File: src/rtl/tid_defs.svh
`ifndef TID_DEFS_SVH
`define TID_DEFS_SVH
// Function
// - Invalidate alias chosen only on matching fields
// - First opcode field is 3-bit, 0..7
// - First register field is 0..15
// - Second register field is 0..15
// - Second opcode field is 3-bit, 0..7
// - Level-1 inner-shared group, six operations
// - Level-1 local group, same six operations
// - Inner stage-2 address and last-level forms
// - Level-2 inner-shared group, five operations
// - Local stage-2 address and last-level forms
// - Level-2 local group, five operations
// - Level-3 inner and local, three operations
// - Outer option adds level-1 outer group
// - Outer option adds level-2 and level-3 groups
// - Outer option adds outer stage-2 forms
// - Range option adds level-1 range groups
// - Range option adds stage-2 range forms
// - Range option adds level-2/3 range addresses
// - Fast-variant option mirrors all forms, register 1001

// ****************************************
// Field widths
// ****************************************
`define TID_OP_W       3
`define TID_CR_W       4

// ****************************************
// Field encodings
// ****************************************
`define TID_FOP_L1     3'h0
`define TID_FOP_L2     3'h4
`define TID_FOP_L3     3'h6
`define TID_CRN_BASE   4'h8
`define TID_CRN_NXS    4'h9
`define TID_CRM_S2IS   4'h0
`define TID_CRM_OS     4'h1
`define TID_CRM_RIS    4'h2
`define TID_CRM_IS     4'h3
`define TID_CRM_S2LOC  4'h4
`define TID_CRM_ROS    4'h5
`define TID_CRM_RLOC   4'h6
`define TID_CRM_LOC    4'h7
`endif

File: src/rtl/tid_pkg.sv
package tid_pkg;
	// Scope of an invalidation
	typedef enum logic [1:0] {
		TID_SH_NONE,
		TID_SH_INNER,
		TID_SH_OUTER,
		TID_SH_LOCAL
	} tid_share_t;

	// Named operation classes
	typedef enum logic [3:0] {
		TID_OP_NONE,
		TID_OP_ALL,
		TID_OP_ADDR,
		TID_OP_SPACE_ID,
		TID_OP_ADDR_ANY_ID,
		TID_OP_LAST_ADDR,
		TID_OP_LAST_ANY_ID,
		TID_OP_S2_ADDR,
		TID_OP_S2_LAST,
		TID_OP_ALL_HYP_L1,
		TID_OP_GUEST_BOTH,
		TID_OP_RANGE_ADDR,
		TID_OP_RANGE_ANY_ID,
		TID_OP_RANGE_LAST,
		TID_OP_RANGE_LAST_ANY,
		TID_OP_RANGE_S2
	} tid_kind_t;

	// Full decode result
	typedef struct packed {
		logic       hit;
		logic [1:0] level;
		tid_share_t share;
		tid_kind_t  kind;
		logic       s2_last;
		logic       fast;
	} tid_res_t;
endpackage : tid_pkg

File: src/rtl/tid_group_map.sv
`timescale 1ns/1ps
`include "tid_defs.svh"
// ****************************************
// Second-opcode mapper for one group
// ****************************************
module tid_group_map (
	input  wire logic [2:0] second_opcode_field,
	input  wire logic [1:0] grp,
	output tid_pkg::tid_kind_t kind
);
	// Group 0: six level-1 ops; 1: five level-2 ops; 2: three level-3 ops; 3: range level-1
	always_comb begin
		kind = tid_pkg::TID_OP_NONE;
		unique case (grp)
			2'h0: begin
				unique case (second_opcode_field)
					3'h0: kind = tid_pkg::TID_OP_ALL;
					3'h1: kind = tid_pkg::TID_OP_ADDR;
					3'h2: kind = tid_pkg::TID_OP_SPACE_ID;
					3'h3: kind = tid_pkg::TID_OP_ADDR_ANY_ID;
					3'h5: kind = tid_pkg::TID_OP_LAST_ADDR;
					3'h7: kind = tid_pkg::TID_OP_LAST_ANY_ID;
					default: kind = tid_pkg::TID_OP_NONE;
				endcase
			end
			2'h1: begin
				unique case (second_opcode_field)
					3'h0: kind = tid_pkg::TID_OP_ALL;
					3'h1: kind = tid_pkg::TID_OP_ADDR;
					3'h4: kind = tid_pkg::TID_OP_ALL_HYP_L1;
					3'h5: kind = tid_pkg::TID_OP_LAST_ADDR;
					3'h6: kind = tid_pkg::TID_OP_GUEST_BOTH;
					default: kind = tid_pkg::TID_OP_NONE;
				endcase
			end
			2'h2: begin
				unique case (second_opcode_field)
					3'h0: kind = tid_pkg::TID_OP_ALL;
					3'h1: kind = tid_pkg::TID_OP_ADDR;
					3'h5: kind = tid_pkg::TID_OP_LAST_ADDR;
					default: kind = tid_pkg::TID_OP_NONE;
				endcase
			end
			2'h3: begin
				unique case (second_opcode_field)
					3'h1: kind = tid_pkg::TID_OP_RANGE_ADDR;
					3'h3: kind = tid_pkg::TID_OP_RANGE_ANY_ID;
					3'h5: kind = tid_pkg::TID_OP_RANGE_LAST;
					3'h7: kind = tid_pkg::TID_OP_RANGE_LAST_ANY;
					default: kind = tid_pkg::TID_OP_NONE;
				endcase
			end
		endcase
	end
endmodule : tid_group_map

File: src/rtl/tid_rst_sync.sv
`timescale 1ns/1ps
// ****************************************
// Reset release synchroniser
// ****************************************
module tid_rst_sync (
	input  wire logic clk,
	input  wire logic rstn,
	output logic      rstn_sync
);
	// Two-stage release; assert is immediate
	typedef struct packed {
		logic s1;
		logic s2;
	} tid_rs_t;
	tid_rs_t st_ff;
	tid_rs_t nxt_st;

	// Shift a one in after release
	always_comb begin
		nxt_st.s1 = 1'b1;
		nxt_st.s2 = st_ff.s1;
	end

	// Registers
	always_ff @(posedge clk or negedge rstn) begin
		if (!rstn) begin
			st_ff <= '0;
		end else begin
			st_ff <= nxt_st;
		end
	end

	assign rstn_sync = st_ff.s2;
endmodule : tid_rst_sync

File: src/rtl/tlbi_op_decode.sv
`timescale 1ns/1ps
`include "tid_defs.svh"
// ****************************************
// Invalidate-alias decoder, one cycle latency
// ****************************************
module tlbi_op_decode #(
	parameter bit OUTER_SHAREABLE_OPTION = 1'b1,
	parameter bit ADDRESS_RANGE_OPTION   = 1'b1,
	parameter bit NON_EXTRA_SLOW_OPTION  = 1'b1
) (
	input  wire logic       clk,
	input  wire logic       rstn,
	input  wire logic       in_valid,
	input  wire logic [2:0] first_opcode_field,
	input  wire logic [3:0] first_crn_field,
	input  wire logic [3:0] second_crm_field,
	input  wire logic [2:0] second_opcode_field,
	output logic            out_valid,
	output logic            is_invalidate,
	output logic [1:0]      inv_level,
	output logic [1:0]      inv_share,
	output logic [3:0]      inv_kind,
	output logic            inv_s2_last,
	output logic            inv_fast
);
	// ****************************************
	// State
	// ****************************************
	typedef struct packed {
		logic              vld;
		tid_pkg::tid_res_t res;
	} tid_state_t;

	tid_state_t         st_ff;      // Registered result
	tid_state_t         nxt_st;     // Next result
	logic               rstn_sync;  // Released reset
	logic [1:0]         grp_sel;    // Group chosen for mapper
	tid_pkg::tid_kind_t grp_kind;   // Mapper answer

	// Reset release
	tid_rst_sync u_rst (
		.clk       (clk),
		.rstn      (rstn),
		.rstn_sync (rstn_sync)
	);

	// Shared second-opcode mapper
	tid_group_map u_map (
		.second_opcode_field (second_opcode_field),
		.grp                 (grp_sel),
		.kind                (grp_kind)
	);

	// Pick the mapper group from first opcode and second register
	function automatic logic [1:0] pick_grp(input logic [2:0] fop, input logic [3:0] crm);
		logic [1:0] g;
		g = 2'h0;
		if (fop == `TID_FOP_L2) begin
			g = 2'h1;
		end else if (fop == `TID_FOP_L3) begin
			g = 2'h2;
		end else if (crm == `TID_CRM_RIS || crm == `TID_CRM_ROS || crm == `TID_CRM_RLOC) begin
			g = 2'h3;
		end
		return g;
	endfunction : pick_grp

	// Scope of a range group; one copy keeps level-1 and level-2/3 in step
	function automatic tid_pkg::tid_share_t range_share(input logic [3:0] crm);
		tid_pkg::tid_share_t s;
		s = tid_pkg::TID_SH_LOCAL;
		if (crm == `TID_CRM_RIS) begin
			s = tid_pkg::TID_SH_INNER;
		end else if (crm == `TID_CRM_ROS) begin
			s = tid_pkg::TID_SH_OUTER;
		end
		return s;
	endfunction : range_share

	assign grp_sel = pick_grp(first_opcode_field, second_crm_field);

	// ****************************************
	// Decode
	// ****************************************
	// Full 3/4/4/3-bit compare; every field value is legal input
	always_comb begin
		tid_pkg::tid_res_t r;
		logic crn_ok;
		r = '0;
		crn_ok = 1'b0;
		// Base register, or fast-variant register when present
		if (first_crn_field == `TID_CRN_BASE) begin
			crn_ok = 1'b1;
		end else if (first_crn_field == `TID_CRN_NXS && NON_EXTRA_SLOW_OPTION) begin
			crn_ok = 1'b1;
			r.fast = 1'b1;
		end
		if (crn_ok) begin
			unique case (first_opcode_field)
				`TID_FOP_L1: begin
					r.level = 2'h1;
					unique case (second_crm_field)
						`TID_CRM_IS: begin
							r.kind = grp_kind;
							r.share = tid_pkg::TID_SH_INNER;
						end
						`TID_CRM_LOC: begin
							r.kind = grp_kind;
							r.share = tid_pkg::TID_SH_LOCAL;
						end
						`TID_CRM_OS: begin
							if (OUTER_SHAREABLE_OPTION) begin
								r.kind = grp_kind;
								r.share = tid_pkg::TID_SH_OUTER;
							end
						end
						`TID_CRM_RIS, `TID_CRM_ROS, `TID_CRM_RLOC: begin
							if (ADDRESS_RANGE_OPTION) begin
								r.kind = grp_kind;
								r.share = range_share(second_crm_field);
							end
						end
						default: r.kind = tid_pkg::TID_OP_NONE;
					endcase
				end
				`TID_FOP_L2, `TID_FOP_L3: begin
					r.level = (first_opcode_field == `TID_FOP_L2) ? 2'h2 : 2'h3;
					unique case (second_crm_field)
						`TID_CRM_IS: begin
							r.kind = grp_kind;
							r.share = tid_pkg::TID_SH_INNER;
						end
						`TID_CRM_LOC: begin
							r.kind = grp_kind;
							r.share = tid_pkg::TID_SH_LOCAL;
						end
						`TID_CRM_OS: begin
							if (OUTER_SHAREABLE_OPTION) begin
								r.kind = grp_kind;
								r.share = tid_pkg::TID_SH_OUTER;
							end
						end
						`TID_CRM_RIS, `TID_CRM_ROS, `TID_CRM_RLOC: begin
							if (ADDRESS_RANGE_OPTION && second_opcode_field[1:0] == 2'h1) begin
								r.kind = second_opcode_field[2] ? tid_pkg::TID_OP_RANGE_LAST
								                                : tid_pkg::TID_OP_RANGE_ADDR;
								r.share = range_share(second_crm_field);
							end
						end
						`TID_CRM_S2IS: begin
							// Stage-2 forms exist only at level 2
							if (first_opcode_field == `TID_FOP_L2) begin
								if (second_opcode_field == 3'h1 || second_opcode_field == 3'h5) begin
									r.kind = tid_pkg::TID_OP_S2_ADDR;
									r.s2_last = second_opcode_field[2];
									r.share = tid_pkg::TID_SH_INNER;
								end else if (ADDRESS_RANGE_OPTION && (second_opcode_field == 3'h2 ||
								             second_opcode_field == 3'h6)) begin
									r.kind = tid_pkg::TID_OP_RANGE_S2;
									r.s2_last = second_opcode_field[2];
									r.share = tid_pkg::TID_SH_INNER;
								end
							end
						end
						`TID_CRM_S2LOC: begin
							if (first_opcode_field == `TID_FOP_L2) begin
								if (second_opcode_field == 3'h1 || second_opcode_field == 3'h5) begin
									r.kind = tid_pkg::TID_OP_S2_ADDR;
									r.s2_last = second_opcode_field[2];
									r.share = tid_pkg::TID_SH_LOCAL;
								end else if (OUTER_SHAREABLE_OPTION && (second_opcode_field == 3'h0 ||
								             second_opcode_field == 3'h4)) begin
									r.kind = tid_pkg::TID_OP_S2_ADDR;
									r.s2_last = second_opcode_field[2];
									r.share = tid_pkg::TID_SH_OUTER;
								end else if (ADDRESS_RANGE_OPTION && second_opcode_field[1]) begin
									r.kind = tid_pkg::TID_OP_RANGE_S2;
									r.s2_last = second_opcode_field[2];
									r.share = second_opcode_field[0] ? tid_pkg::TID_SH_OUTER
									                                 : tid_pkg::TID_SH_LOCAL;
								end
							end
						end
						default: r.kind = tid_pkg::TID_OP_NONE;
					endcase
				end
				default: r.kind = tid_pkg::TID_OP_NONE;
			endcase
		end
		// Unlisted or option-gated codes give a miss with every field cleared
		r.hit = (r.kind != tid_pkg::TID_OP_NONE);
		if (!r.hit) begin
			r = '0;
		end
		nxt_st.vld = in_valid;
		nxt_st.res = in_valid ? r : '0;
	end

	// ****************************************
	// Registers
	// ****************************************
	// Result stage; one flop set keeps timing predictable
	always_ff @(posedge clk or negedge rstn_sync) begin
		if (!rstn_sync) begin
			st_ff <= '0;
		end else begin
			st_ff <= nxt_st;
		end
	end

	// Outputs all from flops
	assign out_valid     = st_ff.vld;
	assign is_invalidate = st_ff.res.hit;
	assign inv_level     = st_ff.res.level;
	assign inv_share     = st_ff.res.share;
	assign inv_kind      = st_ff.res.kind;
	assign inv_s2_last   = st_ff.res.s2_last;
	assign inv_fast      = st_ff.res.fast;
endmodule : tlbi_op_decode

File: config.mk
export PLATFORM = sky130hd
export DESIGN_NAME = tlbi_op_decode
export DESIGN_NICKNAME = d
export VERILOG_FILES = /design/src/rtl/tid_pkg.sv /design/src/rtl/tid_group_map.sv /design/src/rtl/tid_rst_sync.sv /design/src/rtl/tlbi_op_decode.sv
export VERILOG_INCLUDE_DIRS = /design/src /design/src/rtl
export SDC_FILE = /design/constraint.sdc
export NUM_CORES = 1
export LEC_CHECK = 0
export ABC_CLOCK_PERIOD_IN_PS = 1330
export BUFFER_PORTS_ARGS = -buffer_cell sky130_fd_sc_hd__buf_2
export CORE_UTILIZATION = 25
export DETAILED_ROUTE_END_ITERATION = 10
export PLACE_DENSITY = 0.46
export SLEW_MARGIN = 20
export SYNTH_ARGS = -nofsm -noshare
export SYNTH_HDL_FRONTEND = slang
export SYNTH_HIERARCHICAL = 1
export SYNTH_SLANG_ARGS = --single-unit
File: constraint.sdc
create_clock -name clk -period 1.33 [get_ports clk]
set_clock_uncertainty 0.05 [all_clocks]
set_input_delay 0.133 -clock clk [delete_from_list [all_inputs] [get_ports clk]]
set_output_delay 0.133 -clock clk [all_outputs]
set_load 0.01 [all_outputs]
==> metrics.csv, run 1 <==
metric,value,unit
status,"finished, violations left",
violations,setup timing,
cp_max_fo,7,
cts_max_level,1,
root_buffer,clkbuf_8,
grt.overflow.total,0,
antenna_found_initial,0,
hold_slack,91.1,ps
max_freq,0.493,GHz
drt_iter0_drc,32,
totalWireLength,2800,µm
synth-seq-cells,14,
synthCells,115,
p_leak,0.814,nW
p_total,1.18,mW
boundaryPins,29,
grt_pass1_wl,4800,µm
dp_hpwl,2160,µm
nets,204,
postSynthAreaPerCell,8.60,µm²
min_path_type,primary input to register,
setup_ws,-700,ps
cp-start-kind,primary input,
layout.cells.most_common,buf_4,
cts.path.max_buffers,2,
synth_ff_type,dfrtp_1,
route.detailed.drc,0,
hold-path-endpoint,inv_fast$_DFF_PN0_,
synthesis.nets,132,
path_class,primary input to register,
max-vdd-ir-drop,0.000243,V
hold_viol,0,
rrSetupSlack,790,ps
fillers,367,
clk_pin_slew,50,ps
rows,22,
hold_start,first_crn_field[0],
async_flop_share,100,%
ys_seq_area_share,35.4,%
fin_crit_sh,153,%
dieArea,4210,µm²
core,3720,µm²
dp_worst_setup_slack,-1010,ps
syn-cell-area,988,µm²
postRouteAntennaNets,0,
most-common-layout-cells,"buf_4, buf_2, dfrtp_1",
wire_per_inst,11.9,µm
cp.arrival,2090,ps
start_util,26.6,%
die_h,64.9,µm
portBuffers,28,
reg2reg_to,is_invalidate$_DFF_PN0_,
fin_crit,2030,ps
timing.rr.start,u_rst/rstn_sync$_DFF_PN0_,
vias,1099,
powerDensity,694,nW/µm²
grt_pass1_vias,1099,
diodes,0,
cap_violations,0,
endpoint_kind,register,
die_w,64.9,µm
yosysUniqueCellTypes,41,
place.gp.congestion,0.846,
cts_tree,built,
final-setup-viol-count,11,
rsz0062_at_grt,true,
reg2reg_depth,0,
first_pass_iters,4,
grt_max_degree,13,
routed_via_density,4.70,
final.setup.tns,-5600,ps
worstPathRequired,1390,ps
hold_depth,2,
synthToLayoutAreaGrowth,71.3,%
synth_edf_count,0,
maxSlewViolCount,0,
clock-sinks,14,
drive_gt1_share,54.3,%
yosysWarnings,6,
clock_latency,240,ps
cts_made_buffers,3,
grt_usage,14.7,%
-- power by group --
part / total [mW] / internal (mW) / switching [mW]
Sequential: 0.438 / 0.431 / 0.00704
Clock: 0.398 / 0.262 / 0.136
Combinational: 0.339 / 0.173 / 0.165
-- worst max path at each step --
stage,depth (start not counted),to,slack (ps),from
floorplan,11,inv_share[0]$_DFF_PN0_,-800,second_crm_field[0]
global placement,11,inv_share[0]$_DFF_PN0_,-910,second_crm_field[0]
detailed placement,11,inv_share[0]$_DFF_PN0_,-1010,second_crm_field[0]
CTS,11,inv_share[1]$_DFF_PN0_,-700,second_crm_field[0]
global route,15,inv_share[1]$_DFF_PN0_,-810,second_crm_field[1]
finish,15,inv_share[1]$_DFF_PN0_,-700,second_crm_field[1]
-- sequential cells by signal (all words and copies together), names as in the netlist --
register,flops
inv_fast,1
inv_kind,4
out_valid,1
inv_s2_last,1
u_rst/nxt_st,1
u_rst/rstn_sync,1
inv_share,2
is_invalidate,1
inv_level,2
-- cell usage after synthesis (2+ instances only) --
cell type | n | area (µm²)
a211oi_1 | 2 | 15.0
a21boi_0 | 2 | 15.0
a21oi_1 | 9 | 45.0
a22oi_1 | 4 | 30.0
a32oi_1 | 2 | 17.5
and2_1 | 2 | 12.5
buf_2 | 2 | 10.0
dfrtp_1 | 14 | 350
inv_1 | 5 | 18.8
nand2_1 | 9 | 33.8
nand2b_1 | 3 | 18.8
nand3_1 | 3 | 15.0
nor2_1 | 13 | 48.8
nor2_2 | 2 | 12.5
nor2b_1 | 3 | 18.8
nor3b_1 | 4 | 30.0
o211ai_1 | 2 | 15.0
o21ai_0 | 9 | 45.0
o21ai_1 | 2 | 10.0
xor2_1 | 2 | 17.5
-- metrics by stage --
stage | cell area, µm² | instances | util, %
4_1_cts | 1600 | 232 | 43.0
2_1_floorplan | 1020 | 115 | -
3_5_place_dp | 1410 | 218 | 37.9
5_1_grt | 1690 | 234 | 45.6
6_report | 1690 | 234 | 45.6
3_3_place_gp | 1410 | 218 | 37.9
-- critical path: stages --
cell and delay (ps):
buf_6 100, and3b_1 220, o211ai_1 100, buf_4 160
o21ai_4 120, buf_4 170, buf_6 80, inv_2 20
a211o_1 240, a22o_1 200, nor2_1 110, nor2_1 60
o21ai_2 130, buf_6 140, a22oi_1 90
-- metal layers --
metal	share of wire (%)	GRT usage [%]	wire length (µm)	vias up
li1	-	-	-	555
met1	45	18.5	1260	517
met2	50	25.4	1400	23
met3	3.8	1.94	105	4
met4	1.2	5.00	34	0
met5	0	0	0	-
-- repair_timing --
item,in CTS,in global routing
setup endpoints to repair,11,11
hold buffers,2,0
resized for setup,13,14
pin swaps,15,12
setup buffers,9,4
endpoints found under the hold margin,3,0
-- kinds of logic after synthesis --
logic type / synth area share, %
xor gates and xnor gates: 2.66
AOI/OAI and AO/OA: 31.1
muxes: 1.01
and+or+nand+nor: 23.7
DFF: 35.4
other: 0.379
buffers and inverters: 5.70
-- area by class of cell --
cell class | instances | area (µm²) | share of cell area, %
Timing Repair Buffer | 72 | 505 | 29.9
Tap cell | 48 | 60.1 | 3.55
Inverter | 6 | 22.5 | 1.33
Multi-Input combinational cell | 90 | 699 | 41.3
Sequential cell | 14 | 350 | 20.7
Clock buffer | 4 | 55.1 | 3.25
(Power assumes the default switching activity.)
==> run 2, diff against run 1 <==
--- a/config.mk
+++ b/config.mk
@@ -10,7 +10,7 @@
 export BUFFER_PORTS_ARGS = -buffer_cell sky130_fd_sc_hd__buf_2
 export CORE_UTILIZATION = 25
 export DETAILED_ROUTE_END_ITERATION = 10
-export PLACE_DENSITY = 0.46
+export PLACE_DENSITY_LB_ADDON = 0.25
 export SLEW_MARGIN = 20
 export SYNTH_ARGS = -nofsm -noshare
 export SYNTH_HDL_FRONTEND = slang
==> metrics.csv, run 2 (synthesis results as in run 1) <==
metric,value,unit,change
status,"finished, violations left",,
violations,setup timing,,
grt_pass1_vias,1020,,-7.2%
hold_viol,0,,unchanged
fin_crit,1970,ps,-62.7 ps
p_int,0.867,mW,about the same
max-vdd-ir-drop,0.000344,V,+42%
most-common-layout-cells,"buf_4, buf_2, dfrtp_1",,
dp_hpwl,2040,µm,-5.4%
totalWireLength,2760,µm,-1.4%
grt.overflow.total,0,,unchanged
portBuffers,28,,unchanged
clock-sinks,14,,unchanged
synthToLayoutAreaGrowth,69.9,%,
cts_tree,built,,
start_util,26.6,%,unchanged
pwr-share-comb,28.9,%,about the same
largest_reg_flops,4,,unchanged
final-setup-viol-count,11,,unchanged
p_leak,0.807,nW,-0.84%
crit_path_frequent_cell,nor2_2,,
fin_cells,235,,+0.43%
clock_latency,240,ps,about the same
setup_ws,-638,ps,+62.7 ps
max_freq,0.508,GHz,+3.2%
drt_iter0_drc,42,,+31%
rsz0062_at_grt,true,,
vias,1098,,-0.091%
critPathSlowestCell,o311ai_4,,
wire_per_inst,11.7,µm,-1.9%
antenna_found_initial,0,,unchanged
first_pass_iters,4,,unchanged
place.gp.congestion,0.872,,+3.0%
maxSlewViolCount,0,,unchanged
rows,22,,unchanged
cts_max_level,1,,unchanged
dp.cells,218,,unchanged
die_w,64.9,µm,unchanged
layout.cells.most_common,buf_4,,
postRouteAntennaNets,0,,unchanged
nets,205,,+0.49%
dieArea,4210,µm²,unchanged
pwr-share-seq,37.6,%,+0.3 points
grt_max_degree,13,,unchanged
routed_via_density,4.67,,-0.52%
cts.path.max_buffers,2,,unchanged
cts_made_buffers,3,,unchanged
p_total,1.17,mW,-0.70%
dp_worst_setup_slack,-968,ps,+43.1 ps
boundaryPins,29,,unchanged
cp.arrival,2020,ps,-70 ps
max_stage_delay,440,ps,+200 ps
clk_pin_slew,50,ps,about the same
crit_chain,buf_6 > and3b_1 > o211ai_1 > buf_4 > o21ai_4 > nor2_2 > a32oi_2 > o21ai_2 > nor2_2 > nor2_2 > o311ai_4 > a211oi_1,,
path_delay_family,compound AO/OA/AOI/OAI gates,,
final.setup.tns,-5660,ps,-54.1 ps
clkPwrFrac,33.5,%,-0.4 points
grt_usage,14.2,%,-0.53 points
min_path_type,primary input to register,,
fin_crit_sh,148,%,-4.7 points
cp_max_fo,7,,unchanged
diodes,0,,unchanged
worstPathRequired,1380,ps,about the same
root_buffer,clkbuf_8,,
grt_pass1_wl,4560,µm,-5.0%
cp-start-kind,primary input,,
route.detailed.drc,0,,unchanged
endpoint_kind,register,,
cap_violations,0,,unchanged
path_class,primary input to register,,
power.switching,0.300,mW,-2.7%
drive_gt1_share,54.5,%,+0.24 points
die_h,64.9,µm,unchanged
powerDensity,695,nW/µm²,+0.11%
p_sw_share,25.7,%,-0.54 points
crit_buf_inv,2,,-4
core,3720,µm²,unchanged
==> run 2: what timing repair did <==
item                                    in CTS  in global routing
endpoints found under the setup margin      11                 11
pin swaps                                   11                  6
gates resized for setup                     14                  8
hold buffers                                 2                  0
buffers inserted                             8                  4
hold endpoints to repair                     3                  0
==> run 2: worst paths after layout <==
check                                          start                     end  slack [ps]  cells after the start
max in group asynchronous  u_rst/rstn_sync$_DFF_PN0_  inv_level[1]$_DFF_PN0_         790                      0
setup / recovery                 second_crm_field[1]   inv_s2_last$_DFF_PN0_        -640                     12
setup reg to reg           u_rst/rstn_sync$_DFF_PN0_  inv_level[1]$_DFF_PN0_         790                      0
hold reg to reg            u_rst/rstn_sync$_DFF_PN0_   inv_kind[2]$_DFF_PN0_         130                      0
min in group asynchronous  u_rst/rstn_sync$_DFF_PN0_   inv_kind[2]$_DFF_PN0_         130                      0
hold / removal                    first_crn_field[0]      inv_fast$_DFF_PN0_          90                      2
==> run 2: through the flow <==
step,utilization (%),cell area [µm²],hold WS (ps)
floorplan,-,1020,-213
global placement,37.9,1410,-132
detailed placement,37.9,1410,-129
CTS,43.4,1610,90.3
global route,45.2,1680,102
finish,45.2,1680,95.0
==> run 2: metal layers <==
layer	part of all wire, %	global-route usage (%)	vias up
li1	-	-	557
met1	44	17.1	514
met2	51	24.2	25
met3	4.3	2.29	2
met4	0.87	6.67	0
met5	0	0	-
==> run 2: layout make-up <==
cell class / count / area (µm²)
fill: 362 / 2040
multi-input combinational: 90 / 689
timing repair buffer: 73 / 502
sequential: 14 / 350
tap: 48 / 60.1
clock buffer: 4 / 55.1
inverter: 6 / 22.5
==> run 2: power groups by stage <==
stage	sequential (mW)	combinational (mW)	clock (mW)
2_1_floorplan	0.446	0.138	0
3_3_place_gp	0.446	0.257	0
3_5_place_dp	0.447	0.259	0
4_1_cts	0.439	0.307	0.402
5_1_grt	0.441	0.367	0.435
6_report	0.439	0.337	0.391
